===== src/rtl/dpot_pkg.sv =====
`default_nettype none
package dpot_pkg;

  // ****************************************************************
  // clock and conversion of picosecond floors
  // ****************************************************************
  localparam int SYS_PERIOD_PS = 5000;
  localparam int CK_DIV = 4; // system cycles per memory clock
  localparam int TCK_PS = SYS_PERIOD_PS * CK_DIV;
  localparam logic [1:0] PHASE_LAST = 2'h3;
  localparam logic [1:0] PHASE_CK_HIGH = 2'h2;

  // least times round up to whole memory clocks
  function automatic int ru_nck(input int ps);
    ru_nck = (ps + TCK_PS - 1) / TCK_PS;
  endfunction : ru_nck

  function automatic int max2(input int a, input int b);
    max2 = (a > b) ? a : b;
  endfunction : max2

  // ****************************************************************
  // timing constants, in memory clocks, picoseconds, nanoseconds or refresh intervals
  // ****************************************************************
  localparam int XPDLL_MIN_NCK = 10;
  localparam int XPDLL_MIN_PS = 24000;
  localparam int XP_MIN_NCK = 3;
  localparam int XP_MIN_PS = 6000;
  localparam int CKE_MIN_NCK = 3;
  localparam int CKE_SLOW_PS = 5625; // slower grade, safe for both
  localparam int CKE_FAST_PS = 5000;
  localparam int REFI_NS = 7800;
  localparam int PD_MAX_REFI = 9;
  localparam int RD_PD_EXTRA = 4 + 1;
  localparam int WR_PD_BASE_EIGHT = 4;
  localparam int WR_PD_BASE_CHOP = 2;
  localparam int WRA_PD_EXTRA = 1;
  localparam int ODTH4_NCK = 4;
  localparam int ODTH8_NCK = 6;
  localparam int WLMRD_NCK = 40;
  localparam int WLDQSEN_NCK = 25;

  localparam logic [7:0] XPDLL_CNT = 8'(max2(XPDLL_MIN_NCK, ru_nck(XPDLL_MIN_PS)));
  localparam logic [7:0] XP_CNT = 8'(max2(XP_MIN_NCK, ru_nck(XP_MIN_PS)));
  localparam logic [7:0] CKE_CNT = 8'(max2(CKE_MIN_NCK, ru_nck(CKE_SLOW_PS)));
  // longest time rounds down
  localparam logic [11:0] PD_MAX_CNT = 12'((PD_MAX_REFI * REFI_NS * 1000) / TCK_PS);
  localparam logic [7:0] ODTH4_CNT = 8'(ODTH4_NCK);
  localparam logic [7:0] ODTH8_CNT = 8'(ODTH8_NCK);
  localparam logic [7:0] WLMRD_CNT = 8'(WLMRD_NCK);
  localparam logic [7:0] WLDQSEN_CNT = 8'(WLDQSEN_NCK);

  // ****************************************************************
  // wait counter slots, one per spacing
  // ****************************************************************
  localparam int NW = 8;
  localparam int W_RD = 0;
  localparam int W_WR = 1;
  localparam int W_XP = 2;
  localparam int W_XPDLL = 3;
  localparam int W_CKE = 4;
  localparam int W_ODT = 5;
  localparam int W_WLMRD = 6;
  localparam int W_WLDQS = 7;

  // ****************************************************************
  // types
  // ****************************************************************
  typedef enum logic [3:0] {
    CMD_NOP = 4'h0, CMD_READ = 4'h1, CMD_WRITE = 4'h2, CMD_WRITE_AP = 4'h3,
    CMD_MRS = 4'h4, CMD_WLVL_ON = 4'h5, CMD_WLVL_OFF = 4'h6, CMD_PD_ENTER = 4'h7,
    CMD_PD_EXIT = 4'h8, CMD_ODT_ON = 4'h9, CMD_ODT_OFF = 4'ha, CMD_DQS_ON = 4'hb,
    CMD_DQS_PULSE = 4'hc, CMD_DQS_OFF = 4'hd
  } dpot_cmd_type;

  typedef enum logic [1:0] {
    burst_eight_fixed = 2'h0,
    burst_eight_on_the_fly = 2'h1,
    burst_chop_four_on_the_fly = 2'h2,
    burst_chop_four_fixed = 2'h3
  } dpot_burst_type;

  typedef struct packed {
    dpot_cmd_type cmd;
    dpot_burst_type burst;
  } dpot_req_type;

  typedef struct packed {
    logic [7:0] rl;
    logic [7:0] wl;
    logic [7:0] wr_nck;
    logic dll_frozen;
  } dpot_cfg_type;

  typedef struct packed {
    logic ck;
    logic ck_n;
    logic cke;
    logic cs_n;
    logic ras_n;
    logic cas_n;
    logic we_n;
    logic odt;
    logic dqs_o;
    logic dqs_oe;
  } dpot_pins_type;

  typedef enum logic [0:0] {
    ST_UP = 1'b0,
    ST_DOWN = 1'b1
  } dpot_st_type;

endpackage : dpot_pkg
`default_nettype wire


===== src/rtl/dpot_ctrl.sv =====
`default_nettype none
module dpot_ctrl (
  // clock and reset
  input wire logic clock,
  input wire logic rst,
  // request handshake
  input wire logic req_valid,
  input wire dpot_pkg::dpot_req_type req,
  output logic req_done,
  output logic req_refused,
  // static configuration
  input wire dpot_pkg::dpot_cfg_type cfg,
  // memory pins
  output dpot_pkg::dpot_pins_type pins,
  // status
  output logic powered_down
);
  import dpot_pkg::*;

  // ****************************************************************
  // state
  // ****************************************************************
  typedef struct packed {
    dpot_st_type st;
    logic [1:0] phase;
    logic [NW-1:0][7:0] wait_cnt;
    logic [11:0] pd_cnt;
    logic wlvl;
    dpot_pins_type pins;
    logic done;
    logic refused;
  } dpot_state_type;

  dpot_state_type state_reg;
  dpot_state_type state_next;
  logic tick;
  logic lock_ok;
  logic any_ok;
  logic pd_ok;
  logic [NW-1:0] expired;
  logic [7:0] wr_base;
  logic eight;

  // command pins: chip select held low, no-op by default
  function automatic dpot_pins_type put_cmd(input dpot_pins_type p, input logic [3:0] rcw);
    dpot_pins_type q;
    q = p;
    q.cs_n = 1'b0;
    q.ras_n = rcw[2];
    q.cas_n = rcw[1];
    q.we_n = rcw[0];
    put_cmd = q;
  endfunction : put_cmd

  localparam logic [3:0] PIN_NOP = 4'h7;
  localparam logic [3:0] PIN_READ = 4'h5;
  localparam logic [3:0] PIN_WRITE = 4'h4;
  localparam logic [3:0] PIN_MRS = 4'h0;

  // ****************************************************************
  // next state
  // ****************************************************************
  always_comb begin
    state_next = state_reg;
    state_next.done = 1'b0;
    state_next.refused = 1'b0;
    state_next.phase = state_reg.phase + 2'h1;
    // one tick per memory clock, so every delay counts real edges
    tick = (state_reg.phase == PHASE_LAST);
    state_next.pins.ck = (state_next.phase >= PHASE_CK_HIGH);
    state_next.pins.ck_n = ~state_next.pins.ck;
    // a slot at one is spent by this very tick, so a wait of n ends exactly n ticks on
    for (int i = 0; i < NW; i++) begin
      expired[i] = (state_reg.wait_cnt[i] <= 8'h01);
    end
    lock_ok = expired[W_XP] && expired[W_XPDLL];
    any_ok = expired[W_XP];
    // entry only once the read, write, clock-enable and exit (XP) spacing counters have run out
    pd_ok = expired[W_RD] && expired[W_WR] && expired[W_CKE] && any_ok;
    eight = (req.burst == burst_eight_fixed) || (req.burst == burst_eight_on_the_fly);
    wr_base = (req.burst == burst_chop_four_fixed) ? 8'(WR_PD_BASE_CHOP)
                                                    : 8'(WR_PD_BASE_EIGHT);
    if (tick) begin
      // commands change on the falling clock and are sampled mid-cycle
      state_next.pins = put_cmd(state_next.pins, PIN_NOP);
      state_next.pins.dqs_o = 1'b0;
      for (int i = 0; i < NW; i++) begin
        if (state_reg.wait_cnt[i] != 8'h00) begin
          state_next.wait_cnt[i] = state_reg.wait_cnt[i] - 8'h01;
        end
      end
      if (state_reg.st == ST_DOWN) begin
        state_next.pd_cnt = state_reg.pd_cnt + 12'h001;
      end
      // the count lags one tick behind the stay, so compare one short to leave at the longest time
      if (state_reg.st == ST_DOWN && state_reg.pd_cnt >= (PD_MAX_CNT - 12'h001) &&
          expired[W_CKE]) begin
        state_next.st = ST_UP;
        state_next.pins.cke = 1'b1;
        state_next.wait_cnt[W_CKE] = CKE_CNT;
        state_next.wait_cnt[W_XP] = XP_CNT;
        if (cfg.dll_frozen) begin
          state_next.wait_cnt[W_XPDLL] = XPDLL_CNT;
        end
        if (req_valid && req.cmd == CMD_PD_EXIT) begin
          state_next.done = 1'b1;
        end
      end else if (req_valid) begin
        state_next.done = 1'b1;
        unique case (req.cmd)
          CMD_NOP: begin
          end
          CMD_READ: begin
            if (state_reg.st == ST_UP && lock_ok) begin
              state_next.pins = put_cmd(state_next.pins, PIN_READ);
              state_next.wait_cnt[W_RD] = 8'(cfg.rl + 8'(RD_PD_EXTRA));
            end else begin
              state_next.done = 1'b0;
            end
          end
          CMD_WRITE, CMD_WRITE_AP: begin
            if (state_reg.st == ST_UP && lock_ok) begin
              state_next.pins = put_cmd(state_next.pins, PIN_WRITE);
              // write recovery added on the base, plus one for auto-precharge
              state_next.wait_cnt[W_WR] = 8'(cfg.wl + wr_base + cfg.wr_nck);
              if (req.cmd == CMD_WRITE_AP) begin
                state_next.wait_cnt[W_WR] = 8'(cfg.wl + wr_base + cfg.wr_nck +
                                              8'(WRA_PD_EXTRA));
              end
              if (state_reg.pins.odt && eight) begin
                state_next.wait_cnt[W_ODT] = ODTH8_CNT;
              end else if (state_reg.pins.odt && state_reg.wait_cnt[W_ODT] < ODTH4_CNT) begin
                state_next.wait_cnt[W_ODT] = ODTH4_CNT;
              end
            end else begin
              state_next.done = 1'b0;
            end
          end
          CMD_MRS, CMD_WLVL_ON, CMD_WLVL_OFF: begin
            if (state_reg.st == ST_UP && any_ok) begin
              state_next.pins = put_cmd(state_next.pins, PIN_MRS);
              if (req.cmd == CMD_WLVL_ON) begin
                state_next.wlvl = 1'b1;
                state_next.wait_cnt[W_WLMRD] = WLMRD_CNT;
                state_next.wait_cnt[W_WLDQS] = WLDQSEN_CNT;
              end else if (req.cmd == CMD_WLVL_OFF) begin
                state_next.wlvl = 1'b0;
                state_next.pins.dqs_oe = 1'b0;
              end
            end else begin
              state_next.done = 1'b0;
            end
          end
          CMD_PD_ENTER: begin
            if (state_reg.st == ST_UP && pd_ok) begin
              state_next.st = ST_DOWN;
              state_next.pins.cke = 1'b0;
              state_next.pd_cnt = 12'h000;
              state_next.wait_cnt[W_CKE] = CKE_CNT;
            end else begin
              state_next.done = 1'b0;
            end
          end
          CMD_PD_EXIT: begin
            // low level held at least tCKE, which is also the least stay
            if (state_reg.st == ST_DOWN && expired[W_CKE]) begin
              state_next.st = ST_UP;
              state_next.pins.cke = 1'b1;
              state_next.wait_cnt[W_CKE] = CKE_CNT;
              state_next.wait_cnt[W_XP] = XP_CNT;
              if (cfg.dll_frozen) begin
                state_next.wait_cnt[W_XPDLL] = XPDLL_CNT;
              end
            end else begin
              state_next.done = 1'b0;
            end
          end
          CMD_ODT_ON: begin
            if (!state_reg.pins.odt) begin
              state_next.pins.odt = 1'b1;
              state_next.wait_cnt[W_ODT] = ODTH4_CNT;
            end
          end
          CMD_ODT_OFF: begin
            if (expired[W_ODT]) begin
              state_next.pins.odt = 1'b0;
            end else begin
              state_next.done = 1'b0;
            end
          end
          CMD_DQS_ON: begin
            if (state_reg.wlvl && expired[W_WLDQS]) begin
              state_next.pins.dqs_oe = 1'b1;
            end else begin
              state_next.done = 1'b0;
            end
          end
          CMD_DQS_PULSE: begin
            if (state_reg.pins.dqs_oe && expired[W_WLMRD]) begin
              state_next.pins.dqs_o = 1'b1;
            end else begin
              state_next.done = 1'b0;
            end
          end
          CMD_DQS_OFF: begin
            state_next.pins.dqs_oe = 1'b0;
          end
          default: begin
            // unknown codes are answered but refused
            state_next.done = 1'b0;
            state_next.refused = 1'b1;
          end
        endcase
      end
      // during power-down the command bus stays at no-op
      if (state_next.st == ST_DOWN) begin
        state_next.pins = put_cmd(state_next.pins, PIN_NOP);
      end
    end
  end

  // ****************************************************************
  // registers
  // ****************************************************************
  always_ff @(posedge clock or posedge rst) begin
    if (rst) begin
      state_reg <= '{st: ST_UP, phase: 2'h0, wait_cnt: '0, pd_cnt: 12'h000, wlvl: 1'b0,
                     pins: '{ck: 1'b0, ck_n: 1'b1, cke: 1'b1, cs_n: 1'b0, ras_n: 1'b1,
                             cas_n: 1'b1, we_n: 1'b1, odt: 1'b0, dqs_o: 1'b0,
                             dqs_oe: 1'b0},
                     done: 1'b0, refused: 1'b0};
    end else begin
      state_reg <= state_next;
    end
  end

  // outputs straight from the state register
  assign pins = state_reg.pins;
  assign req_done = state_reg.done;
  assign req_refused = state_reg.refused;
  assign powered_down = (state_reg.st == ST_DOWN);

endmodule : dpot_ctrl
`default_nettype wire


===== config.mk =====
export PLATFORM = sky130hd
export DESIGN_NAME = dpot_ctrl
export DESIGN_NICKNAME = d
export VERILOG_FILES = /design/src/rtl/dpot_pkg.sv /design/src/rtl/dpot_ctrl.sv
export SDC_FILE = /design/constraint.sdc
export NUM_CORES = 1
export LEC_CHECK = 0
export BUFFER_PORTS_ARGS = -buffer_cell sky130_fd_sc_hd__buf_2
export CAP_MARGIN = 10
export CORE_ASPECT_RATIO = 1.5
export CORE_MARGIN = 10
export CORE_UTILIZATION = 63
export CTS_BUF_LIST = sky130_fd_sc_hd__clkbuf_8
export DETAILED_ROUTE_END_ITERATION = 16
export GPL_TIMING_DRIVEN = 0
export HOLD_SLACK_MARGIN = 0.12
export MAX_ROUTING_LAYER = met4
export PLACE_DENSITY = 0.83
export SLEW_MARGIN = 20
export SYNTH_ARGS = -nofsm -noshare
export SYNTH_HDL_FRONTEND = slang
export SYNTH_SLANG_ARGS = --single-unit

===== constraint.sdc =====
create_clock -name clock -period 3.1 [get_ports clock]
set_input_delay 0.31 -clock clock [delete_from_list [all_inputs] [get_ports clock]]
set_output_delay 0.31 -clock clock [all_outputs]
set_load 0.1 [all_outputs]

Word level (Yosys, flattened, before mapping)
Index checks and enable logic that the tools add are counted.

Bits of input ports: 34. Logic and storage cells: 178. Register bits: 92.

Equality and inequality tests: 16. Multiplexer cells: 77. Magnitude comparators: 11. Reduce and logical (&&, ||, !) cells: 33. Add/subtract/negate cells: 14. Bitwise gates (word level): 3.

Operator list (number): $mux W8 (22); $mux W89 (1); $mux W24 (3); $le A8 B1 Y1 const B (8); $mux W16 (4); $reduce_bool A8 Y1 (8); $sub A8 B1 Y8 const B (8); $mux W12 (4); $pmux W8 S2 (2); $mux W31 (1); $mux W1 (26); $eq A4 B4 Y1 const B (6); $eq A4 B3 Y1 const B (4); $logic_and A1 B1 Y1 (15); $pmux W1 S5 (3); $mux W7 (2); $reduce_or A14 Y1 (1); $add A12 B1 Y12 const B (1); $ge A12 B12 Y1 const B (1); $pmux W4 S3 (1); $mux W11 (1); $mux W5 (2); $reduce_or A3 Y1 (3); $add A8 B1 Y8 const B (1); 22 further kinds (26).

Longest topological paths before layout
Gate-level depths: netlist of the first run.

Depth in word-level cells: 12. Mapped depth: 11. Mapped depth without buffers: 11.

Worst setup path before layout of the first run
OpenSTA, ideal clock, no wires.

Path type: input to register. Start: input port req[0] (netlist bit). End: register state_reg[40] (netlist bit). Path buffers: 0. Arrival: 2.566 ns. Path slack: 0.408 ns. Setup time: 0.127 ns. Stages on the path: 11. Path through: and2_1 -> fa_1 -> ha_1 -> inv_1 -> fa_1 -> and4b_1 -> nand2_1 -> nor3_1 -> nand3_1 -> xnor2_1 -> o21ai_1.

Longest elaborated chain between the ends: 10.

Ends and longest elaborated chain: from (decl) (RTL line dpot_ctrl.sv:8) `input wire dpot_pkg::dpot_req_type req,`; $eq A2 B2 Y1 (*) (RTL line dpot_ctrl.sv:81) `wr_base = (req.burst == burst_chop_four_fixed) ? 8'(WR_PD_BASE_CHOP)`; $mux W3 (*) (RTL line dpot_ctrl.sv:81); $add A8 B3 Y8 (*) (RTL line dpot_ctrl.sv:125, dpot_ctrl.sv:127); $add A8 B8 Y8 (*) (RTL line dpot_ctrl.sv:125, dpot_ctrl.sv:127); $add A8 B1 Y8 (RTL line dpot_ctrl.sv:127) `state_next.wait_cnt[W_WR] = 8'(cfg.wl + wr_base + cfg.wr_nck +`; $mux W8 (*) (RTL line dpot_ctrl.sv:126) `if (req.cmd == CMD_WRITE_AP) begin`; $mux W8 (*) (RTL line dpot_ctrl.sv:122) `if (state_reg.st == ST_UP && lock_ok) begin`; $mux W8 (*) (RTL line dpot_ctrl.sv:110) `unique case (req.cmd)`; $mux W89 (*) (RTL line dpot_ctrl.sv:108) `end else if (req_valid) begin`; $mux W31 (*) (RTL line dpot_ctrl.sv:96) `if (state_reg.st == ST_DOWN && state_reg.pd_cnt >= (PD_MAX_CNT - 12'h001) &&`; to (signal assigned) (RTL line dpot_ctrl.sv:227) `state_reg <= '{st: ST_UP, phase: 2'h0, wait_cnt: '0, pd_cnt: 12'h000, wlvl: 1'b0,`; to (signal assigned) (RTL line dpot_ctrl.sv:233) `state_reg <= state_next;`; to (decl) (RTL line dpot_ctrl.sv:34) `dpot_state_type state_reg;`.

Mark *: on every way between the ends. The rest lies on a longest branch, timed or not. A chain may end at the register's enable or synchronous reset.

Worst setup path after layout of the first run
Start: register state_reg[44] (netlist bit). End: register state_reg[86] (netlist bit).

Longest elaborated chain between the ends: 6.

Ends and longest elaborated chain: $le A8 B1 Y1 (RTL line dpot_ctrl.sv:74) `expired[i] = (state_reg.wait_cnt[i] <= 8'h01);`; $logic_and A1 B1 Y1 (RTL line dpot_ctrl.sv:140) `if (state_reg.st == ST_UP && any_ok) begin`; $mux W16 (RTL line dpot_ctrl.sv:140); $mux W16 (RTL line dpot_ctrl.sv:110); $mux W89 (RTL line dpot_ctrl.sv:108); $mux W24 (RTL line dpot_ctrl.sv:96).

Every way passes these cells.

==> results of run 1 <==
[layout by cell type, fill, tap and decap left out, types with 7 or more instances in the layout]
cell type and count:
dfrtp_1 85, nand2_1 75, o21ai_0 64, nor2_1 61
buf_2 50, inv_1 37, a21oi_1 37, ha_1 34
nor3_1 28, nand3_1 28, nor4_1 18, xnor2_1 16
xor2_1 16, buf_4 14, nand2b_1 12, o31ai_1 11
clkbuf_8 11, clkbuf_1 10, nand4_1 10, a21o_1 10
a22o_1 10, o211ai_1 9, or3_1 8, o2bb2ai_1 8
and3_1 7
[kinds of logic (layout without fill, tap and decap cells)]
kind of cell	after synthesis	count (layout)	share of synthesized area, %
AND/OR/NAND/NOR	277	277	22.7
AO/OA/AOI/OAI	202	202	21.3
flip-flops	90	90	36.7
buffers and inverters	72	135	5.90
adder cells (fa/ha/maj)	37	37	7.89
XOR/XNOR	32	32	4.55
multiplexers	5	5	0.854
other	1	2	0.0609
[final cells by class]
class	instances	area share, %
multi-input cells	554	51.8
flip-flops and latches	90	33.1
repair buffers	47	3.85
plain buffers	33	3.13
clock buffers	11	2.22
inverters	39	2.22
well taps	115	2.11
clock inverters	5	1.59
diodes	1	0.0367
[where the power goes]
group	internal (µW)	switching (µW)	total, µW
logic	277	395	671
clock network	585	435	1020
registers	1310	154	1460
total	2170	984	3150
[timing repair]
item / 4_1_cts / 5_1_grt
buffers inserted: 0 / 0
endpoints found under the hold margin: 37 / 0
hold buffers: 1 / 0
[final timing paths]
path	from	end	cells past startpoint
setup / recovery	state_reg[44]	state_reg[86]	8
hold / removal	cfg[22]	state_reg[30]	4
setup reg to reg	state_reg[44]	state_reg[86]	8
hold reg to reg	state_reg[89]	state_reg[89]	1
max in group asynchronous	rst	pins[7]	4
min in group asynchronous	rst	state_reg[61]	3
[per-layer routing]
layer  wire, µm  up-vias  global-route usage, %
met2       8450      205                   39.8
met3        733       33                   3.96
met1       6600     2784                   26.3
li1           -     2705                      -
met5          0        -                      -
met4        419        0                   10.1
[stage by stage]
stage | cells | setup WS [ns]
global placement | 876 | -0.528
finish | 895 | 0.309
floorplan | 716 | 0.408
detailed placement | 877 | 0.0976
CTS | 894 | 0.381
global route | 895 | 0.198
[critical path: stages (launching register included)]
cell,delay (ns)
dfrtp_1,0.40
nor2_1,0.44
o2111ai_2,0.36
nor4_1,0.77
or2_2,0.23
buf_4,0.14
a21oi_1,0.05
o21ai_0,0.17
o31ai_1,0.11
==> results.yml, run 1 <==
outcome:
  status: "complete, no violations"
drt:
  drc_errors: 0
  viasPerCell: 6.40
  wl_mm: 16.2
  vias: 5727
  ant_nets: 0
  dr.pass1.iters: 5
  drtIter0Drc: 476
  wl_per_cell_um: 18.1
die:
  dieArea_um2: 14200
  rows: 44
  dieHeight_um: 141
  core-area_um2: 9630
  ios: 47
  die_w_um: 101
  initial_core_util_pct: 63.9
placement:
  hpwl_mm: 12.1
  place.gp.congestion: 0.936
  io_buffers: 45
  placed_cell_area_um2: 6550
layout:
  nets: 845
  largest_register_ffs: 79
  nFillCells: 740
  drive_gt1_share_pct: 14.2
  postLayoutCoreUtil_pct: 70.8
  fin_area_um2: 6830
  multi_input_area_um2: 3530
  ff_latch_area_um2: 2260
  syn_to_final_growth_pct: 10.9
power:
  peakVddDrop_mv: 0.324
  p_leak_uw: 0.00301
  powerDensity_nw_per_um2: 462
  power.total_uw: 3150
sta:
  hold_viol: 0
  fin_crit_ns: 2.79
  fmax_mhz: 358
  fin_crit_sh_pct: 90.0
  setup_tns_ns: 0
  setup_viol: 0
  slew_headroom_pct: 38.6
  rsz0062_at_grt: "no"
  whs_ns: 0.336
  drv_slew: 0
  tightest_slew_ns: 0.912
  finalClockSkew_ns: 0.0135
setup_path:
  ff2ff_setup_slack_ns: 0.31
  cp.required_ns: 3.35
  crit_arrival_ns: 3.05
  worstSetupPathType: "flip-flop to flip-flop"
  cp-end-kind: "flip-flop"
  path_max_fanout: 8
  cp-start-kind: "flip-flop"
logic_synthesis:
  synthTopCellsByArea: "dfrtp_1 (35%), ha_1 (6.9%), o21ai_0 (5.2%)"
  netlist_area_um2: 6150
  synth_top_area_cell: "dfrtp_1"
  ys_seq_elements: 90
  synth_flop_cell: "dfrtp_1"
  ys_types: 71
  syn_area_per_cell_um2: 8.59
  synth_enable_flop_cells: 0
  synthCells: 716
  ys_warn_count: 0
  ys_seq_area_share_pct: 36.7
  async_reset_ff_share_pct: 100
  yosysTopAreaCellShare_pct: 34.6
  synth_most_common_cell: "dfrtp_1"
  synth_fp_nets: 787
  synth_common_cells: "dfrtp_1 (85), nand2_1 (75), o21ai_0 (64)"
grt:
  grt_pass1_wl_mm: 26.6
  grt_pass1_vias: 5676
  grt_overflow: 0
  antenna_found_initial: 1
  grt_max_degree: 50
  grtUsageTotal_pct: 23.5
cts:
  cts.path.max_buffers: 2
  cts_root_buf: "clkbuf_8"
  cts.reportedPaths.clkPinSlew_ns: 0.10
  clk_latency_ns: 0.38
  cts-resized-gates: 0
  h-tree-depth: 3
  cts_inserted_buffers: 9
  cts_tree: "done"
  clock-sinks: 90
run:
  maxCapViolations: 0
min_path:
  hold_class: "input port to flip-flop"
Note: power is estimated with default switching activity, not from simulation.
==> run 2, diff against run 1 <==
PLACE_DENSITY = 0.9   (was 0.83)
==> run 2 against run 1 <==
  * First-iteration DRC count increased by 9.2%
  * Cell area is 1.1% lower
  * Clock power decreased by 23%
  * Sequential power about the same
  * Register-to-register slack got worse by 0.04 ns
  * Wire length increased by 0.36%
  * Final cell count down 0.11%
  * Critical path depth down 1
  * Clock skew decreased by 0.00090 ns
  * Global-route usage rose by 0.61 points
  * Critical path type unchanged
==> results.yml, run 2 (synthesized netlist as in run 1, its figures left out) <==
setup_path:
  cp-end-kind: "flip-flop"
  worstReg2RegEnd: "state_reg[80]"
  ff2ff_setup_slack_ns: 0.27
  reg2regPathDepth: 7
  worstSetupStartpoint: "state_reg[43]"
  rr_startpoint: "state_reg[43]"
  path_max_fanout: 8
  worstSetupPathType: "flip-flop to flip-flop"
  cp-start-kind: "flip-flop"
  cp.required_ns: 3.34
  crit_arrival_ns: 3.08
grt:
  antenna_found_initial: 0
  grtUsageTotal_pct: 24.1
  grt_pass1_wl_mm: 27.4
  grt_overflow: 0
  grt_pass1_vias: 5891
  grt_max_degree: 52
layout:
  final_common_cell: "dfrtp_1"
  drive_gt1_share_pct: 14.1
  fin_area_um2: 6750
  postLayoutCoreUtil_pct: 70.1
  layout_common_cells: "dfrtp_1 (85), nand2_1 (75), o21ai_0 (64)"
  syn_to_final_growth_pct: 9.74
  antenna_cells: 0
  largest_register_ffs: 79
  nets: 845
sta:
  drv_slew: 0
  tightest_slew_ns: 0.941
  finalClockSkew_ns: 0.0126
  slew_headroom_pct: 36.7
  whs_ns: 0.327
  fmax_mhz: 353
  rsz0062_at_grt: "no"
  fin_crit_sh_pct: 91.4
  setup_viol: 0
  finalWorstSetupSlack_ns: 0.266
  hold_viol: 0
  fin_crit_ns: 2.83
  setup_tns_ns: 0
cts:
  cts_tree: "done"
  cts.reportedPaths.clkPinSlew_ns: 0.09
  clk_latency_ns: 0.38
  cts_root_buf: "clkbuf_8"
  clock-sinks: 90
  cts.path.max_buffers: 2
  h-tree-depth: 3
  cts_inserted_buffers: 9
  post_cts_buffers: 0
die:
  core-area_um2: 9630
  rows: 44
  die_w_um: 101
  initial_core_util_pct: 63.9
  dieHeight_um: 141
  ios: 47
  dieArea_um2: 14200
placement:
  preCtsSetupSlack_ns: 0.109
  placed_cell_area_um2: 6550
  io_buffers: 45
  hpwl_mm: 12.2
  place.gp.congestion: 1.00
power:
  powerDensity_nw_per_um2: 435
  peakVddDrop_mv: 0.357
  p_leak_uw: 0.00298
drt:
  viasPerCell: 6.49
  wl_mm: 16.3
  ant_nets: 0
  dr.pass1.iters: 5
  wl_per_cell_um: 18.2
  drc_errors: 0
  vias: 5805
  drtIter0Drc: 520
outcome:
  status: "complete, no violations"
min_path:
  hold_start: "req[5]"
  hold_class: "input port to flip-flop"
  holdPathStages: 3
run:
  maxCapViolations: 0
run 2: final cells by class:
class,instances,area [µm²]
inverters,39,151
plain buffers,33,214
clock inverters,4,25.0
fillers,740,2880
multi-input cells,554,3530
well taps,115,144
flip-flops and latches,90,2260
repair buffers,47,263
clock buffers,12,165
run 2: through the flow:
step / cells / total power (µW)
3_3_place_gp: 876 / 2090
2_1_floorplan: 716 / 1950
3_5_place_dp: 877 / 2150
4_1_cts: 894 / 2940
5_1_grt: 894 / 3090
6_report: 894 / 2940
run 2: critical path, stage by stage (launching register included):
cell,delay [ns]
dfrtp_1,0.41
nor2_1,0.46
o2111ai_2,0.33
nor4_1,0.78
nand3b_1,0.33
o21ai_0,0.15
nand2_1,0.11
o21ai_0,0.11
run 2: power breakdown:
part	total, µW	switching (µW)	internal [µW]
Combinational	685	407	278
Sequential	1470	160	1310
Clock	785	429	356
run 2: worst max path at each step:
stage | to | cells past startpoint
2_1_floorplan | state_reg[40] | 11
3_3_place_gp | state_reg[89] | 2
3_5_place_dp | state_reg[40] | 12
4_1_cts | state_reg[80] | 7
5_1_grt | state_reg[80] | 7
6_report | state_reg[80] | 7
run 2: per-layer routing:
metal  up-vias  GRT usage, %  share of wire (%)
met5         -             -                  0
met4         0          15.2                4.3
met3        62          3.13                5.4
met2       256          39.1                 51
met1      2780          27.1                 40
li1       2707             -                  -
run 2: what timing repair did:
action                                 CTS  global route
endpoints found under the hold margin   38             0
gates resized for setup                  0             0
hold buffers                             1             0
